## config.mk

```make
export PLATFORM = sky130hd
export DESIGN_NAME = i2cbc_ctrl_status
export DESIGN_NICKNAME = d
export VERILOG_FILES = /design/src/core/i2cbc_pkg.sv /design/src/core/i2cbc_line_watch.sv /design/src/core/i2cbc_ctrl_status.sv
export SDC_FILE = /design/constraint.sdc
export NUM_CORES = 1
export LEC_CHECK = 0
export BUFFER_PORTS_ARGS = -buffer_cell sky130_fd_sc_hd__buf_2
export CAP_MARGIN = 20
export CORE_MARGIN = 8
export CORE_UTILIZATION = 57
export CTS_CLUSTER_SIZE = 25
export DETAILED_ROUTE_END_ITERATION = 10
export GPL_ROUTABILITY_DRIVEN = 0
export GPL_TIMING_DRIVEN = 0
export PLACE_DENSITY = 0.86
export SETUP_SLACK_MARGIN = 0.5
export SLEW_MARGIN = 20
export SYNTH_ARGS = -nofsm -noshare
export SYNTH_HDL_FRONTEND = slang
export SYNTH_SLANG_ARGS = --single-unit
export TNS_END_PERCENT = 50
```

## constraint.sdc

```tcl
create_clock -name pclk -period 6.02 [get_ports pclk]
set_clock_uncertainty 0.1 [all_clocks]
set_input_delay 0.602 -clock pclk [delete_from_list [all_inputs] [get_ports pclk]]
set_output_delay 0.602 -clock pclk [all_outputs]
set_load 0.02 [all_outputs]
```

## src/core/i2cbc_pkg.sv

```systemverilog
// i2cbc_pkg: offsets, fields, reset values and timing of the bus control block
// assumes a 10 MHz pclk and a 12-bit apb byte address
package i2cbc_pkg;

	// ------------------------------------------------------------
	// register indices, byte address is four times the index
	// ------------------------------------------------------------
	localparam logic [7:0] CSR_IDX = 8'h02;
	localparam logic [7:0] CTL_IDX = 8'h03;
	localparam logic [7:0] OWN_IDX = 8'h04;
	localparam logic [7:0] IRQ_STAT_IDX = 8'h05;
	localparam logic [7:0] IRQ_CLR_IDX = 8'h06;
	localparam logic [7:0] IRQ_EN_IDX = 8'h07;

	// ------------------------------------------------------------
	// field positions
	// ------------------------------------------------------------
	localparam int unsigned CSR_TGL_BIT = 5;
	localparam int unsigned CSR_SENSE_BIT = 4;
	localparam int unsigned CSR_GC_BIT = 3;
	localparam int unsigned CSR_MATCH_BIT = 2;
	localparam int unsigned CSR_OCC_BIT = 1;
	localparam int unsigned CSR_BUSY_BIT = 0;
	localparam int unsigned CTL_EN_BIT = 0;
	localparam int unsigned CTL_GC_EN_BIT = 5;
	localparam int unsigned OWN_EN_BIT = 7;
	localparam int unsigned IRQ_MATCH_BIT = 0;
	localparam int unsigned IRQ_GC_BIT = 1;
	localparam int unsigned IRQ_STOP_BIT = 2;
	localparam int unsigned IRQ_TGL_BIT = 3;

	// ------------------------------------------------------------
	// reset values and general call address
	// ------------------------------------------------------------
	localparam logic [7:0] CTL_RST = 8'h00;
	localparam logic [7:0] OWN_RST = 8'h00;
	localparam logic [3:0] IRQ_RST = 4'h0;
	localparam logic [7:0] GC_ADDR = 8'h00;

	// ------------------------------------------------------------
	// timing of the recovery clock pulse
	// ------------------------------------------------------------
	localparam int unsigned CLK_PERIOD_NS = 100;
	localparam int unsigned TGL_LOW_NS = 5000;
	localparam int unsigned TGL_HIGH_NS = 5000;
	localparam int unsigned TGL_LOW_CYC = (TGL_LOW_NS + CLK_PERIOD_NS - 1) / CLK_PERIOD_NS;
	localparam int unsigned TGL_HIGH_CYC = (TGL_HIGH_NS + CLK_PERIOD_NS - 1) / CLK_PERIOD_NS;

	function automatic logic [11:0] reg_addr(input logic [7:0] idx);
		reg_addr = {2'b00, idx, 2'b00};
	endfunction : reg_addr

endpackage : i2cbc_pkg

```

## src/core/i2cbc_line_watch.sv

```systemverilog
// i2cbc_line_watch: start, stop and first-byte detection on the two-wire bus
// assumes scl and sda already synchronised to pclk
module i2cbc_line_watch (
	input wire logic pclk,
	input wire logic presetn,
	input wire logic scl_s,
	input wire logic sda_s,
	output logic start_p,
	output logic stop_p,
	output logic byte_p,
	output logic [7:0] byte_q
);

	logic scl_d_reg, scl_d_next;
	logic sda_d_reg, sda_d_next;
	logic armed_reg, armed_next;
	logic [3:0] cnt_reg, cnt_next;
	logic [7:0] shf_reg, shf_next;
	logic start_reg, start_next;
	logic stop_reg, stop_next;
	logic byte_reg, byte_next;
	logic st_c, sp_c, rise_c;

	// ------------------------------------------------------------
	// conditions; any start or stop counts, legal or not
	// ------------------------------------------------------------
	always_comb begin
		st_c = scl_s & scl_d_reg & sda_d_reg & ~sda_s;
		sp_c = scl_s & scl_d_reg & ~sda_d_reg & sda_s;
		rise_c = scl_s & ~scl_d_reg;
		scl_d_next = scl_s;
		sda_d_next = sda_s;
		armed_next = armed_reg;
		cnt_next = cnt_reg;
		shf_next = shf_reg;
		byte_next = 1'b0;
		start_next = st_c;
		stop_next = sp_c;
		if (st_c) begin
			armed_next = 1'b1;
			cnt_next = 4'h0;
		end else if (sp_c) begin
			armed_next = 1'b0;
		end else if (armed_reg && rise_c) begin
			shf_next = {shf_reg[6:0], sda_s};
			cnt_next = cnt_reg + 4'h1;
			if (cnt_reg == 4'h7) begin
				armed_next = 1'b0;
				byte_next = 1'b1;
			end
		end
	end

	always_ff @(posedge pclk or negedge presetn) begin
		if (!presetn) begin
			scl_d_reg <= 1'b1;
			sda_d_reg <= 1'b1;
			armed_reg <= 1'b0;
			cnt_reg <= 4'h0;
			shf_reg <= 8'h00;
			start_reg <= 1'b0;
			stop_reg <= 1'b0;
			byte_reg <= 1'b0;
		end else begin
			scl_d_reg <= scl_d_next;
			sda_d_reg <= sda_d_next;
			armed_reg <= armed_next;
			cnt_reg <= cnt_next;
			shf_reg <= shf_next;
			start_reg <= start_next;
			stop_reg <= stop_next;
			byte_reg <= byte_next;
		end
	end

	assign start_p = start_reg;
	assign stop_p = stop_reg;
	assign byte_p = byte_reg;
	assign byte_q = shf_reg;

endmodule : i2cbc_line_watch

```

## src/core/i2cbc_ctrl_status.sv

```systemverilog
// i2cbc_ctrl_status: control-status register of the two-wire interface on apb
// assumes the master and start generator sit outside and report on same-clock inputs
// Operation
// - reset clears all register bits, disable only the status and toggle bits
// - toggle write with data low pulses clock
// - toggle write with data high ignored
// - toggle bit reads zero when done
// - sense bit shows live data line
// - general call byte 00h sets flag
// - start or stop clears both match flags
// - own address match sets match flag
// - start or low line sets occupied
// - occupied cleared by one, disable, stop
// - busy from start until address received
// - busy also for start, master, matches
module i2cbc_ctrl_status (
	input wire logic pclk,
	input wire logic presetn,
	input wire logic psel,
	input wire logic penable,
	input wire logic pwrite,
	input wire logic [11:0] paddr,
	input wire logic [31:0] pwdata,
	output logic [31:0] prdata,
	output logic pready,
	output logic pslverr,
	input wire logic scl_in,
	input wire logic sda_in,
	output logic scl_out,
	output logic scl_oe_n,
	input wire logic start_gen,
	input wire logic master_active_flag,
	output logic irq
);

	// ------------------------------------------------------------
	// types and declarations
	// ------------------------------------------------------------
	typedef enum logic [2:0] {
		TG_IDLE = 3'b001,
		TG_LOW = 3'b010,
		TG_HIGH = 3'b100
	} i2cbc_tgl_t;

	i2cbc_tgl_t tgl_reg, tgl_next;
	logic [7:0] tcnt_reg, tcnt_next;
	logic scl_m_reg, scl_s_reg, sda_m_reg, sda_s_reg;
	logic [7:0] ctl_reg, ctl_next;
	logic [7:0] own_reg, own_next;
	logic match_reg, match_next;
	logic gc_reg, gc_next;
	logic occ_reg, occ_next;
	logic win_reg, win_next;
	logic [3:0] ist_reg, ist_next;
	logic [3:0] ien_reg, ien_next;
	logic [31:0] rd_reg, rd_next;
	logic oe_n_reg, oe_n_next;
	logic start_p, stop_p, byte_p;
	logic [7:0] byte_q;
	logic wr_en, rd_setup, mapped;
	logic csr_wr;
	logic en, busy_c, tgl_done;
	logic [7:0] csr_rd;
	logic [3:0] ev;

	// ------------------------------------------------------------
	// pin synchronisers
	// ------------------------------------------------------------
	// idle level 1 after reset, so no false start follows it
	always_ff @(posedge pclk or negedge presetn) begin
		if (!presetn) begin
			scl_m_reg <= 1'b1;
			scl_s_reg <= 1'b1;
			sda_m_reg <= 1'b1;
			sda_s_reg <= 1'b1;
		end else begin
			scl_m_reg <= scl_in;
			scl_s_reg <= scl_m_reg;
			sda_m_reg <= sda_in;
			sda_s_reg <= sda_m_reg;
		end
	end

	// conditions arrive one edge after the synchronised levels
	i2cbc_line_watch i2cbc_line_watch_inst (
		.pclk(pclk),
		.presetn(presetn),
		.scl_s(scl_s_reg),
		.sda_s(sda_s_reg),
		.start_p(start_p),
		.stop_p(stop_p),
		.byte_p(byte_p),
		.byte_q(byte_q)
	);

	// ------------------------------------------------------------
	// apb decode
	// ------------------------------------------------------------
	// zero-wait access; read data is caught in the setup cycle
	function automatic logic hit(input logic [11:0] a, input logic [7:0] idx);
		hit = (a == i2cbc_pkg::reg_addr(idx));
	endfunction : hit

	always_comb begin
		mapped = hit(paddr, i2cbc_pkg::CSR_IDX) | hit(paddr, i2cbc_pkg::CTL_IDX)
			| hit(paddr, i2cbc_pkg::OWN_IDX) | hit(paddr, i2cbc_pkg::IRQ_STAT_IDX)
			| hit(paddr, i2cbc_pkg::IRQ_CLR_IDX) | hit(paddr, i2cbc_pkg::IRQ_EN_IDX);
		wr_en = psel & penable & pwrite & mapped;
		rd_setup = psel & ~penable & ~pwrite;
		csr_wr = wr_en & hit(paddr, i2cbc_pkg::CSR_IDX);
	end

	assign pready = psel & penable;
	assign pslverr = psel & penable & ~mapped;
	assign en = ctl_reg[i2cbc_pkg::CTL_EN_BIT];

	// ------------------------------------------------------------
	// configuration registers
	// ------------------------------------------------------------
	always_comb begin
		ctl_next = ctl_reg;
		own_next = own_reg;
		ien_next = ien_reg;
		if (wr_en && hit(paddr, i2cbc_pkg::CTL_IDX)) begin
			ctl_next = pwdata[7:0];
		end
		if (wr_en && hit(paddr, i2cbc_pkg::OWN_IDX)) begin
			own_next = pwdata[7:0];
		end
		if (wr_en && hit(paddr, i2cbc_pkg::IRQ_EN_IDX)) begin
			ien_next = pwdata[3:0];
		end
	end

	always_ff @(posedge pclk or negedge presetn) begin
		if (!presetn) begin
			ctl_reg <= i2cbc_pkg::CTL_RST;
			own_reg <= i2cbc_pkg::OWN_RST;
			ien_reg <= i2cbc_pkg::IRQ_RST;
		end else begin
			ctl_reg <= ctl_next;
			own_reg <= own_next;
			ien_reg <= ien_next;
		end
	end

	// ------------------------------------------------------------
	// recovery clock toggle
	// ------------------------------------------------------------
	// only pulls scl low; the high phase count runs on even while a slave stretches it
	always_comb begin
		tgl_next = tgl_reg;
		tcnt_next = tcnt_reg;
		tgl_done = 1'b0;
		case (tgl_reg)
			TG_IDLE: begin
				if (csr_wr && en
						&& pwdata[i2cbc_pkg::CSR_TGL_BIT] && !sda_s_reg) begin
					tgl_next = TG_LOW;
					tcnt_next = 8'(i2cbc_pkg::TGL_LOW_CYC - 1);
				end
			end
			TG_LOW: begin
				if (tcnt_reg == 8'h00) begin
					tgl_next = TG_HIGH;
					tcnt_next = 8'(i2cbc_pkg::TGL_HIGH_CYC - 1);
				end else begin
					tcnt_next = tcnt_reg - 8'h01;
				end
			end
			TG_HIGH: begin
				if (tcnt_reg == 8'h00) begin
					tgl_next = TG_IDLE;
					tgl_done = 1'b1;
				end else begin
					tcnt_next = tcnt_reg - 8'h01;
				end
			end
			default: begin
				tgl_next = TG_IDLE;
				tcnt_next = 8'h00;
			end
		endcase
		if (!en) begin
			tgl_next = TG_IDLE;
			tcnt_next = 8'h00;
			tgl_done = 1'b0;
		end
		oe_n_next = (tgl_next != TG_LOW);
	end

	always_ff @(posedge pclk or negedge presetn) begin
		if (!presetn) begin
			tgl_reg <= TG_IDLE;
			tcnt_reg <= 8'h00;
			oe_n_reg <= 1'b1;
		end else begin
			tgl_reg <= tgl_next;
			tcnt_reg <= tcnt_next;
			oe_n_reg <= oe_n_next;
		end
	end

	assign scl_out = 1'b0;
	assign scl_oe_n = oe_n_reg;

	// ------------------------------------------------------------
	// status flags
	// ------------------------------------------------------------
	always_comb begin
		match_next = match_reg;
		gc_next = gc_reg;
		win_next = win_reg;
		occ_next = occ_reg;
		if (start_p || stop_p) begin
			match_next = 1'b0;
			gc_next = 1'b0;
		end else if (byte_p) begin
			if (own_reg[i2cbc_pkg::OWN_EN_BIT] && byte_q[7:1] == own_reg[6:0]) begin
				match_next = 1'b1;
			end
			if (ctl_reg[i2cbc_pkg::CTL_GC_EN_BIT] && byte_q == i2cbc_pkg::GC_ADDR) begin
				gc_next = 1'b1;
			end
		end
		if (start_p) begin
			win_next = 1'b1;
		end else if (byte_p || stop_p) begin
			win_next = 1'b0;
		end
		// a set in the same cycle as a write-one or stop clear wins; disable beats both
		if (csr_wr && pwdata[i2cbc_pkg::CSR_OCC_BIT]) begin
			occ_next = 1'b0;
		end
		if (stop_p) begin
			occ_next = 1'b0;
		end
		if (start_p || !scl_s_reg || !sda_s_reg) begin
			occ_next = 1'b1;
		end
		if (!en) begin
			match_next = 1'b0;
			gc_next = 1'b0;
			win_next = 1'b0;
			occ_next = 1'b0;
		end
	end

	always_ff @(posedge pclk or negedge presetn) begin
		if (!presetn) begin
			match_reg <= 1'b0;
			gc_reg <= 1'b0;
			win_reg <= 1'b0;
			occ_reg <= 1'b0;
		end else begin
			match_reg <= match_next;
			gc_reg <= gc_next;
			win_reg <= win_next;
			occ_reg <= occ_next;
		end
	end

	// busy bit ignores written data, software is expected to write 0
	always_comb begin
		busy_c = en & (win_reg | start_gen | master_active_flag
			| match_reg | gc_reg);
		csr_rd = 8'h00;
		csr_rd[i2cbc_pkg::CSR_TGL_BIT] = (tgl_reg != TG_IDLE);
		// gated too, so a disabled interface reads all zero
		csr_rd[i2cbc_pkg::CSR_SENSE_BIT] = en & sda_s_reg;
		csr_rd[i2cbc_pkg::CSR_GC_BIT] = gc_reg;
		csr_rd[i2cbc_pkg::CSR_MATCH_BIT] = match_reg;
		csr_rd[i2cbc_pkg::CSR_OCC_BIT] = occ_reg;
		csr_rd[i2cbc_pkg::CSR_BUSY_BIT] = busy_c;
	end

	// ------------------------------------------------------------
	// interrupt status
	// ------------------------------------------------------------
	always_comb begin
		ev = 4'h0;
		ev[i2cbc_pkg::IRQ_MATCH_BIT] = match_next & ~match_reg;
		ev[i2cbc_pkg::IRQ_GC_BIT] = gc_next & ~gc_reg;
		ev[i2cbc_pkg::IRQ_STOP_BIT] = stop_p & en;
		ev[i2cbc_pkg::IRQ_TGL_BIT] = tgl_done;
		ist_next = ist_reg;
		if (wr_en && hit(paddr, i2cbc_pkg::IRQ_CLR_IDX)) begin
			ist_next = ist_reg & ~pwdata[3:0];
		end
		// events are or-ed last, so a set beats a clear
		ist_next = ist_next | ev;
	end

	always_ff @(posedge pclk or negedge presetn) begin
		if (!presetn) begin
			ist_reg <= i2cbc_pkg::IRQ_RST;
		end else begin
			ist_reg <= ist_next;
		end
	end

	assign irq = |(ist_reg & ien_reg);

	// ------------------------------------------------------------
	// read data
	// ------------------------------------------------------------
	always_comb begin
		rd_next = rd_reg;
		if (rd_setup) begin
			rd_next = 32'h0000_0000;
			// unmapped and write-only words read zero
			if (hit(paddr, i2cbc_pkg::CSR_IDX)) begin
				rd_next[7:0] = csr_rd;
			end
			if (hit(paddr, i2cbc_pkg::CTL_IDX)) begin
				rd_next[7:0] = ctl_reg;
			end
			if (hit(paddr, i2cbc_pkg::OWN_IDX)) begin
				rd_next[7:0] = own_reg;
			end
			if (hit(paddr, i2cbc_pkg::IRQ_STAT_IDX)) begin
				rd_next[3:0] = ist_reg;
			end
			if (hit(paddr, i2cbc_pkg::IRQ_EN_IDX)) begin
				rd_next[3:0] = ien_reg;
			end
		end
	end

	always_ff @(posedge pclk or negedge presetn) begin
		if (!presetn) begin
			rd_reg <= 32'h0000_0000;
		end else begin
			rd_reg <= rd_next;
		end
	end

	assign prdata = rd_reg;

endmodule : i2cbc_ctrl_status

```

==> results of run 1 <==
[critical path: stages]
cell	delay, ps
buf_2	90
or4_4	560
nor2_4	130
nand2_1	150
o21a_1	230
buf_2	160
[through the flow]
step           instances  instance area (um^2)  total power [W]
2_1_floorplan        380                  3710         0.000629
3_3_place_gp         496                  4010         0.000664
3_5_place_dp         497                  4040         0.000675
4_1_cts              514                  4260          0.00107
5_1_grt              514                  4260          0.00110
6_report             514                  4260          0.00106
[kinds of logic (layout without fill, tap and decap cells)]
group | Yosys count | after routing
xor gates and xnor gates | 9 | 9
adders and majority gates | 2 | 2
DFF | 70 | 70
other | 1 | 25
muxes | 25 | 25
buffers and inverters | 43 | 100
AOI/OAI and AO/OA | 67 | 67
and+or+nand+nor | 139 | 139
[cells in the mapped netlist, types with 3 or more instances]
cell type and instances:
a21o_1 3, a21oi_1 8, a22o_1 6, a22oi_1 8, a31oi_1 3, and2_1 3
buf_4 27, clkbuf_1 9, dfrtp_1 62, dfstp_2 8, inv_1 4, mux2_2 25
nand2_1 62, nand3_1 5, nand4_1 3, nor2_1 21, nor2b_1 7, nor3_1 3
nor3b_1 3, nor4_1 5, o21ai_0 16, o31ai_1 6, or2_2 3, or3b_2 3
xor2_1 8
[per-layer routing]
metal / track usage (%) / share of wire (%) / vias up
met2: 29.9 / 47 / 127
met5: 0 / 0 / -
met4: 11.9 / 2.8 / 0
met1: 21.9 / 41 / 1370
li1: - / - / 1361
met3: 3.59 / 9.2 / 20
[layout make-up]
class                           count  area (um^2)
Clock inverter                      5         57.6
Multi-Input combinational cell    267         1680
Clock buffer                       11          151
Inverter                            4         15.0
Timing Repair Buffer               41          235
Buffer                             39          258
Fill cell                         458         1990
Tap cell                           77         96.3
Sequential cell                    70         1760
[where the power goes]
part / leakage (nW) / internal, W / total (W) / switching [W]
registers: 0.940 / 0.000503 / 0.000537 / 0.0000343
clock network: 0.0976 / 0.000213 / 0.000393 / 0.000180
logic: 1.07 / 0.0000564 / 0.000131 / 0.0000748
[path summary, 6_finish.rpt]
check	to	slack [ps]
min reg2reg	scl_s_reg	260
min in group asynchronous	i2cbc_line_watch_inst.byte_q[3]	530
min	scl_m_reg	250
max reg2reg	tcnt_reg[0]	3590
max in group asynchronous	i2cbc_line_watch_inst.sda_d_reg	4720
max	pslverr	3390
==> flow_summary.toml, run 1 <==
[yosys]
synth_top_family_by_area = "simple AND/OR/NAND/NOR gates"
synth_compound_area_share_pct = 13.2
synth_top_area_cell = "dfrtp_1"
synthAdderAreaFrac_pct = 0.690
synth_cells = 356
yosysUniqueCellTypes = 61
synth.area.top_cells = "dfrtp_1 43%, mux2_2 7.8%, nand2_1 6.4%, dfstp_2 5.8%, buf_4 5.6%"
ys_ff_latch = 70
yosys.area_share.simple_pct = 20.0
synth_xor_area_share_pct = 2.17
synthesis.area_mm2 = 0.00362
synth_top_area_share_pct = 42.8
synth-async-reset-ratio_pct = 100
synth-edff-count = 0
synth.area.mux_share_pct = 7.77
seq_area_frac_synth_pct = 48.6
syn_avg_cell_area_um2 = 10.2
synthFlopType = "dfrtp_1"
ys_warn_count = 0

[critical_path]
crit_fanout = 5
rr_startpoint = "tgl_reg[0]"
critical_path_required_ps = 5320
crit_start = "paddr[9]"
endpoint_kind = "output pin"
worstPathArrival_ps = 1930
r2r_cells = 5
crit_path_start_kind = "primary input"
crit_type = "primary input to output pin"

[routing]
drt_first_pass_iters = 4
drc = 0
wl_mm = 8.24
dr_total_vias = 2878
routedWlPerCell_um = 16.0
via_per_inst = 5.60
drtIter0Drc = 227
postRouteAntennaNets = 0

[worst_hold_path]
hold_class = "primary input to flop"
hold_start = "scl_in"
min_path_cells = 1

[cts]
clk_latency_ps = 350
hold_buffers = 1
cts_buffers = 9
clockRootBuffer = "clkbuf_8"
tritoncts = "built"
cts-resized-gates = 0
clock_tree.htree_level_count = 3
clock_path_buffers = 2
cts_num_sinks = 70
clkTransAtPathRegs_ps = 70
cts_setup_buffers = 0

[power]
irDropWorstVdd_uv = 143
p_leak_nw = 2.11
p_per_area_mw_per_mm2 = 249

[sta]
finalSetupTns_ps = 0
worst_slack_ps = 3390
final.period_utilization_pct = 43.7
drv_slew = 0
rsz0062_at_grt = "no"
finalHoldViolations = 0
fin_crit_ps = 2630
finalSetupViolCount = 0
whs_ps = 251
worst_slew_pin_slew_ps = 788
timing.fmax_mhz = 380
maxSlewHeadroom_pct = 47.4

[global_route]
grt_pass1_wl_mm = 13.1
antenna_found_initial = 0
grt_max_degree = 60
grt_pass1_vias = 2885
grt_overflow = 0
track_usage_pct = 18.4

[floorplan]
num_rows = 29
dieArea_mm2 = 0.00917
fp.dieW_um = 95.7
start_util_pct = 58.1
io_pins = 90
coreArea_mm2 = 0.00624
die_h_um = 95.7

[layout]
post-route-util_pct = 68.2
antennaDiodeCount = 0
area_growth_syn_to_layout_pct = 17.4
final_nets = 487
layout_common_cells = "62 x nand2_1, 62 x dfrtp_1, 40 x buf_2"
drive_above_1_share_pct = 31.6

[placement]
place_ws_ps = 3370
portBuffers = 39
post-dp-hpwl_mm = 6.08

[flow_run]
max-cap-violations = 0

[outcome]
outcome = "completed"
Power figures use the tool's default switching activity.
==> inputs of run 2 (changes only) <==
- CORE_UTILIZATION: 57 -> 53
- PLACE_DENSITY: 0.86 -> 0.8
- clock period: 6.02 -> 2.5 ns (I/O delays scaled with it)
==> flow_summary.toml, run 2 (synthesis results as in run 1) <==
[outcome]
outcome = "completed"

[routing]
drt_first_pass_iters = 4
postRouteAntennaNets = 0
routedWlPerCell_um = 16.0
drc = 0
wl_mm = 8.40
dr_total_vias = 2872
drtIter0Drc = 201
via_per_inst = 5.47

[power]
comb_power_share_pct = 11.5
swShare_pct = 25.5
p_switching_w = 0.000698
p_per_area_mw_per_mm2 = 622
irDropWorstVdd_uv = 380
p_leak_nw = 2.18
power_frac_seq_pct = 47.4
p_int_w = 0.00204
power_frac_clock_pct = 41.1

[layout]
drive_above_1_share_pct = 33.3
final_nets = 495
area_growth_syn_to_layout_pct = 21.4
layout_common_cells = "62 x nand2_1, 62 x dfrtp_1, 40 x buf_2"
antennaDiodeCount = 0
fin_cells = 525
fill_cells = 537

[sta]
final.period_utilization_pct = 84.3
finalHoldViolations = 0
worst_slew_pin_slew_ps = 505
maxSlewHeadroom_pct = 66.3
rsz0062_at_grt = "yes"
finalSetupTns_ps = 0
timing.fmax_mhz = 475
drv_slew = 0
fin_crit_ps = 2110
finalSetupViolCount = 0

[floorplan]
start_util_pct = 53.9
dieArea_mm2 = 0.00974
coreArea_mm2 = 0.00672
die_h_um = 98.7
fp.dieW_um = 98.7
num_rows = 30
io_pins = 90

[critical_path]
crit_type = "flop to flop"
crit_path_start_kind = "flop"
r2r_slack_ps = 390
critical_path_required_ps = 2680
endpoint_kind = "flop"
crit_fanout = 6
worstPathArrival_ps = 2290

[cts]
clkTransAtPathRegs_ps = 80
cts_num_sinks = 70
clock_tree.htree_level_count = 3
clockRootBuffer = "clkbuf_8"
clock_path_buffers = 2
tritoncts = "built"
cts_buffers = 9
clk_latency_ps = 350

[global_route]
grt_pass1_wl_mm = 13.7
track_usage_pct = 17.4
grt_pass1_vias = 2878
antenna_found_initial = 0
grt_max_degree = 54
grt_overflow = 0

[placement]
dpl.cell_count = 500
portBuffers = 39
post-dp-hpwl_mm = 6.19

[worst_hold_path]
hold_class = "primary input to flop"

[flow_run]
max-cap-violations = 0
==> run 2: changes by cell type in the layout (fill, tap and decap cells not counted), sizes merged <==
cell,change
clkinv,+2
buf,+6
dlygate4sd3,+2
clkinvlp,-3
clkbuf,-1
bufinv,+2
==> run 2: power by group through the flow <==
stage | registers [W] | clock network, W | logic [W]
floorplan | 0.00129 | 0 | 0.000221
global placement | 0.00131 | 0 | 0.000293
detailed placement | 0.00132 | 0 | 0.000313
CTS | 0.00129 | 0.00114 | 0.000318
global route | 0.00131 | 0.00118 | 0.000358
finish | 0.00130 | 0.00112 | 0.000316
==> run 2: per-stage QoR <==
step / cell area (um^2) / hold slack [ps] / util (%) / setup slack (ps) / total power [W]
floorplan: 3720 / -146 / - / 424 / 0.00151
global placement: 4020 / 245 / 59.8 / 88.2 / 0.00160
detailed placement: 4050 / 51.7 / 60.3 / 56.7 / 0.00163
CTS: 4360 / 36.7 / 64.9 / 349 / 0.00275
global route: 4400 / 43.0 / 65.5 / 330 / 0.00284
finish: 4400 / 44.1 / 65.5 / 393 / 0.00273
==> run 2: timing repair <==
item,in CTS,in global routing
resized for setup,3,3
gates cloned,0,0
endpoints found under the setup margin,13,12
setup buffers,3,3
hold buffers,3,0
pin swaps,3,4
hold endpoints to repair,19,0
==> run 2: metal layers <==
| layer | global-route usage [%] | share of wire (%) | vias to the layer above |
|---|---|---|---|
| met5 | 0 | 0 | - |
| met4 | 6.85 | 1.0 | 0 |
| met3 | 5.71 | 8.2 | 9 |
| met2 | 28.6 | 49 | 99 |
| met1 | 20.4 | 42 | 1376 |
| li1 | - | - | 1388 |
==> run 2: area by class of cell <==
type	instances	area [um^2]	area share, %
well taps	80	100	2.28
repair buffers	49	300	6.83
clock inverters	6	109	2.47
flip-flops and latches	70	1760	40.0
inverters	4	15.0	0.341
plain buffers	39	258	5.86
multi-input cells	267	1720	39.1
clock buffers	10	138	3.13
==> run 2: critical path, cell delays in order (launching register included) <==
cell	delay [ps]
dfrtp_1	380
inv_1	90
ha_4	140
or4b_4	500
or3_4	350
o211a_4	170
nor2b_4	160
a22o_2	160
==> run 2: path summary, 6_finish.rpt <==
path                       depth (start not counted)         from                               to
max in group asynchronous                          3      presetn  i2cbc_line_watch_inst.scl_d_reg
setup reg to reg                                   7  tcnt_reg[1]                      tcnt_reg[3]
setup / recovery                                   7  tcnt_reg[1]                      tcnt_reg[3]
hold / removal                                     2    pwdata[7]                       ctl_reg[7]
min in group asynchronous                          2      presetn                      tcnt_reg[4]
hold reg to reg                                    0    scl_m_reg                        scl_s_reg
==> inputs of run 3 (changes only) <==
- ABC_AREA: unset -> 1
- CORE_UTILIZATION: 53 -> 48
- PLACE_DENSITY: 0.8 -> 0.77
- clock period: 2.5 -> 1.7 ns (I/O delays scaled with it)
==> flow_summary.toml, run 3 <==
[yosys]
synth_xor_area_share_pct = 1.68
synth.area.top_cells = "dfrtp_1 43%, nand2_1 9.1%, inv_1 6.2%, dfstp_2 5.8%, buf_4 5.1%"
synth_cells = 440
synth_top_area_share_pct = 42.6
synth_most_common_cell = "nand2_1"
synth-async-reset-ratio_pct = 100
synth-edff-count = 0
syn_avg_cell_area_um2 = 8.28
synthesis.area_mm2 = 0.00364
synth_common_cells = "88 x nand2_1, 62 x dfrtp_1, 60 x inv_1"
yosys.area_share.simple_pct = 24.3
seq_area_frac_synth_pct = 48.3
synth_compound_area_share_pct = 12.2
ys_ff_latch = 70
synthFlopType = "dfrtp_1"
synth.area.mux_share_pct = 0
synth_top_family_by_area = "simple AND/OR/NAND/NOR gates"
synthAdderAreaFrac_pct = 0.687
yosysUniqueCellTypes = 42
synth_top_area_cell = "dfrtp_1"
ys_warn_count = 0

[critical_path]
crit_type = "flop to flop"
crit_path_start_kind = "flop"
crit_path_frequent_cell = "nor2_4"
cpMaxStageDelayCell = "dfrtp_1"
worstPathArrival_ps = 2030
rr_startpoint = "tcnt_reg[0]"
crit_start = "tcnt_reg[0]"
critical_path_required_ps = 1850
max_stage_delay_ps = 430
endpoint_kind = "flop"
r2r_cells = 11
crit_fanout = 5
cp_cell_sequence = "inv_2 > ha_4 > nand2_4 > nor2_4 > nand2_2 > nor3_4 > nor2_4 > nor2_4 > nor2_2 > nand4_1 > nand2_1"

[power]
irDropWorstVdd_uv = 828
p_per_area_mw_per_mm2 = 811
p_leak_nw = 2.71

[layout]
final_nets = 629
post-route-util_pct = 77.8
drive_above_1_share_pct = 53.2
antennaDiodeCount = 0
area_growth_syn_to_layout_pct = 55.7
layout_commonest_cell = "buf_4"
layout_common_cells = "60 x buf_4, 58 x dfrtp_1, 41 x inv_1"

[placement]
portBuffers = 40
post-dp-hpwl_mm = 6.71

[floorplan]
io_pins = 90
dieArea_mm2 = 0.0106
coreArea_mm2 = 0.00729
num_rows = 31
die_h_um = 103
fp.dieW_um = 103
start_util_pct = 50.0

[cts]
cts_buffers = 9
clock_tree.htree_level_count = 3
tritoncts = "built"
clockRootBuffer = "clkbuf_8"
cts_num_sinks = 70
clkTransAtPathRegs_ps = 80
clock_path_buffers = 2
clk_latency_ps = 370

[worst_hold_path]
hold_start = "pwdata[3]"
hold_class = "primary input to flop"
min_path_cells = 3

[outcome]
outcome = "complete, but fails checks"
violations = "setup timing"

[global_route]
grt_pass1_wl_mm = 17.9
grt_max_degree = 58
track_usage_pct = 21.8
grt_overflow = 0
antenna_found_initial = 0
grt_pass1_vias = 3743

[sta]
fin_crit_ps = 1880
drv_slew = 0
timing.fmax_mhz = 531
finalHoldViolations = 0
finalSetupViolCount = 12
worst_slack_ps = -183
rsz0062_at_grt = "yes"
whs_ps = 42.4
final.period_utilization_pct = 111
finalSetupTns_ps = -1230

[routing]
via_per_inst = 5.86
wl_mm = 13.6
drt_first_pass_iters = 6
drc = 0
postRouteAntennaNets = 0
routedWlPerCell_um = 20.0
dr_total_vias = 3970
drtIter0Drc = 352

[flow_run]
max-cap-violations = 0
run 3: cell types whose count changed after synthesis, sizes merged, moves of 5 or more:
| cell | delta |
|---|---|
| inv | +62 |
| clkbuf | -6 |
| a22oi | -8 |
| o21ai | +27 |
| nor3 | +6 |
| mux2 | -25 |
| a22o | -7 |
| nand3 | +20 |
| xor2 | -5 |
| nor2 | +14 |
| nor2b | -8 |
| o211ai | +7 |
| nand4 | +14 |
| nand2 | +32 |
run 3: worst paths after layout:
check / to / slack [ps]
min in group asynchronous: i2cbc_line_watch_inst.byte_q[5] / 100
worst max-delay path: tcnt_reg[6] / -180
max in group asynchronous: tgl_reg[0] / 820
worst min-delay path: own_reg[3] / 40
worst min register to register: scl_s_reg / 260
worst max register to register: tcnt_reg[6] / -180
run 3: kinds of logic after synthesis:
family                     Yosys count
AOI/OAI and AO/OA                   73
xor gates and xnor gates             7
adders and majority gates            2
buffers and inverters               98
DFF                                 70
other                                1
and+or+nand+nor                    189
run 3: critical path, delay by kind of cell (launching register included):
kind | cells | cell delay (ps)
fa+ha+maj | 1 | 150
buf+inv | 1 | 100
flops | 1 | 430
simple gates | 9 | 1000
run 3: routing by layer:
layer / wire length [um] / global-route usage [%] / up-vias
met5: 0 / 0 / -
met4: 821 / 11.7 / 0
met3: 1390 / 4.66 / 93
met2: 6560 / 36.1 / 328
met1: 4810 / 26.0 / 1877
li1: - / - / 1672
run 3: area by class of cell:
type	instances	area, um^2
Clock buffer	9	124
Timing Repair Buffer	99	866
Inverter	66	273
Fill cell	416	1620
Clock inverter	7	88.8
Buffer	32	274
Tap cell	99	124
Sequential cell	70	1770
Multi-Input combinational cell	296	2160
run 3: report_power, final:
group	leakage, nW	switching, W	total [W]	internal [W]
sequential	0.898	0.000222	0.00205	0.00183
combinational	1.70	0.000535	0.000997	0.000462
clock	0.113	0.000735	0.00155	0.000819
total	2.71	0.00149	0.00460	0.00311
run 3: per-stage QoR:
step | area (um^2) | power, W | setup WS (ps) | instances
global placement | 4120 | 0.00259 | -188 | 603
finish | 5680 | 0.00460 | -183 | 678
CTS | 5040 | 0.00423 | -84.2 | 656
floorplan | 3800 | 0.00241 | 31.5 | 464
global route | 5680 | 0.00475 | -245 | 678
detailed placement | 4150 | 0.00263 | -276 | 604
run 3: what timing repair did:
item	4_1_cts	5_1_grt
pin swaps	61	89
buffers inserted	27	22
resized for setup	112	135
gates cloned	3	0
hold buffers	6	0
endpoints found under the setup margin	65	67
hold endpoints to repair	76	0
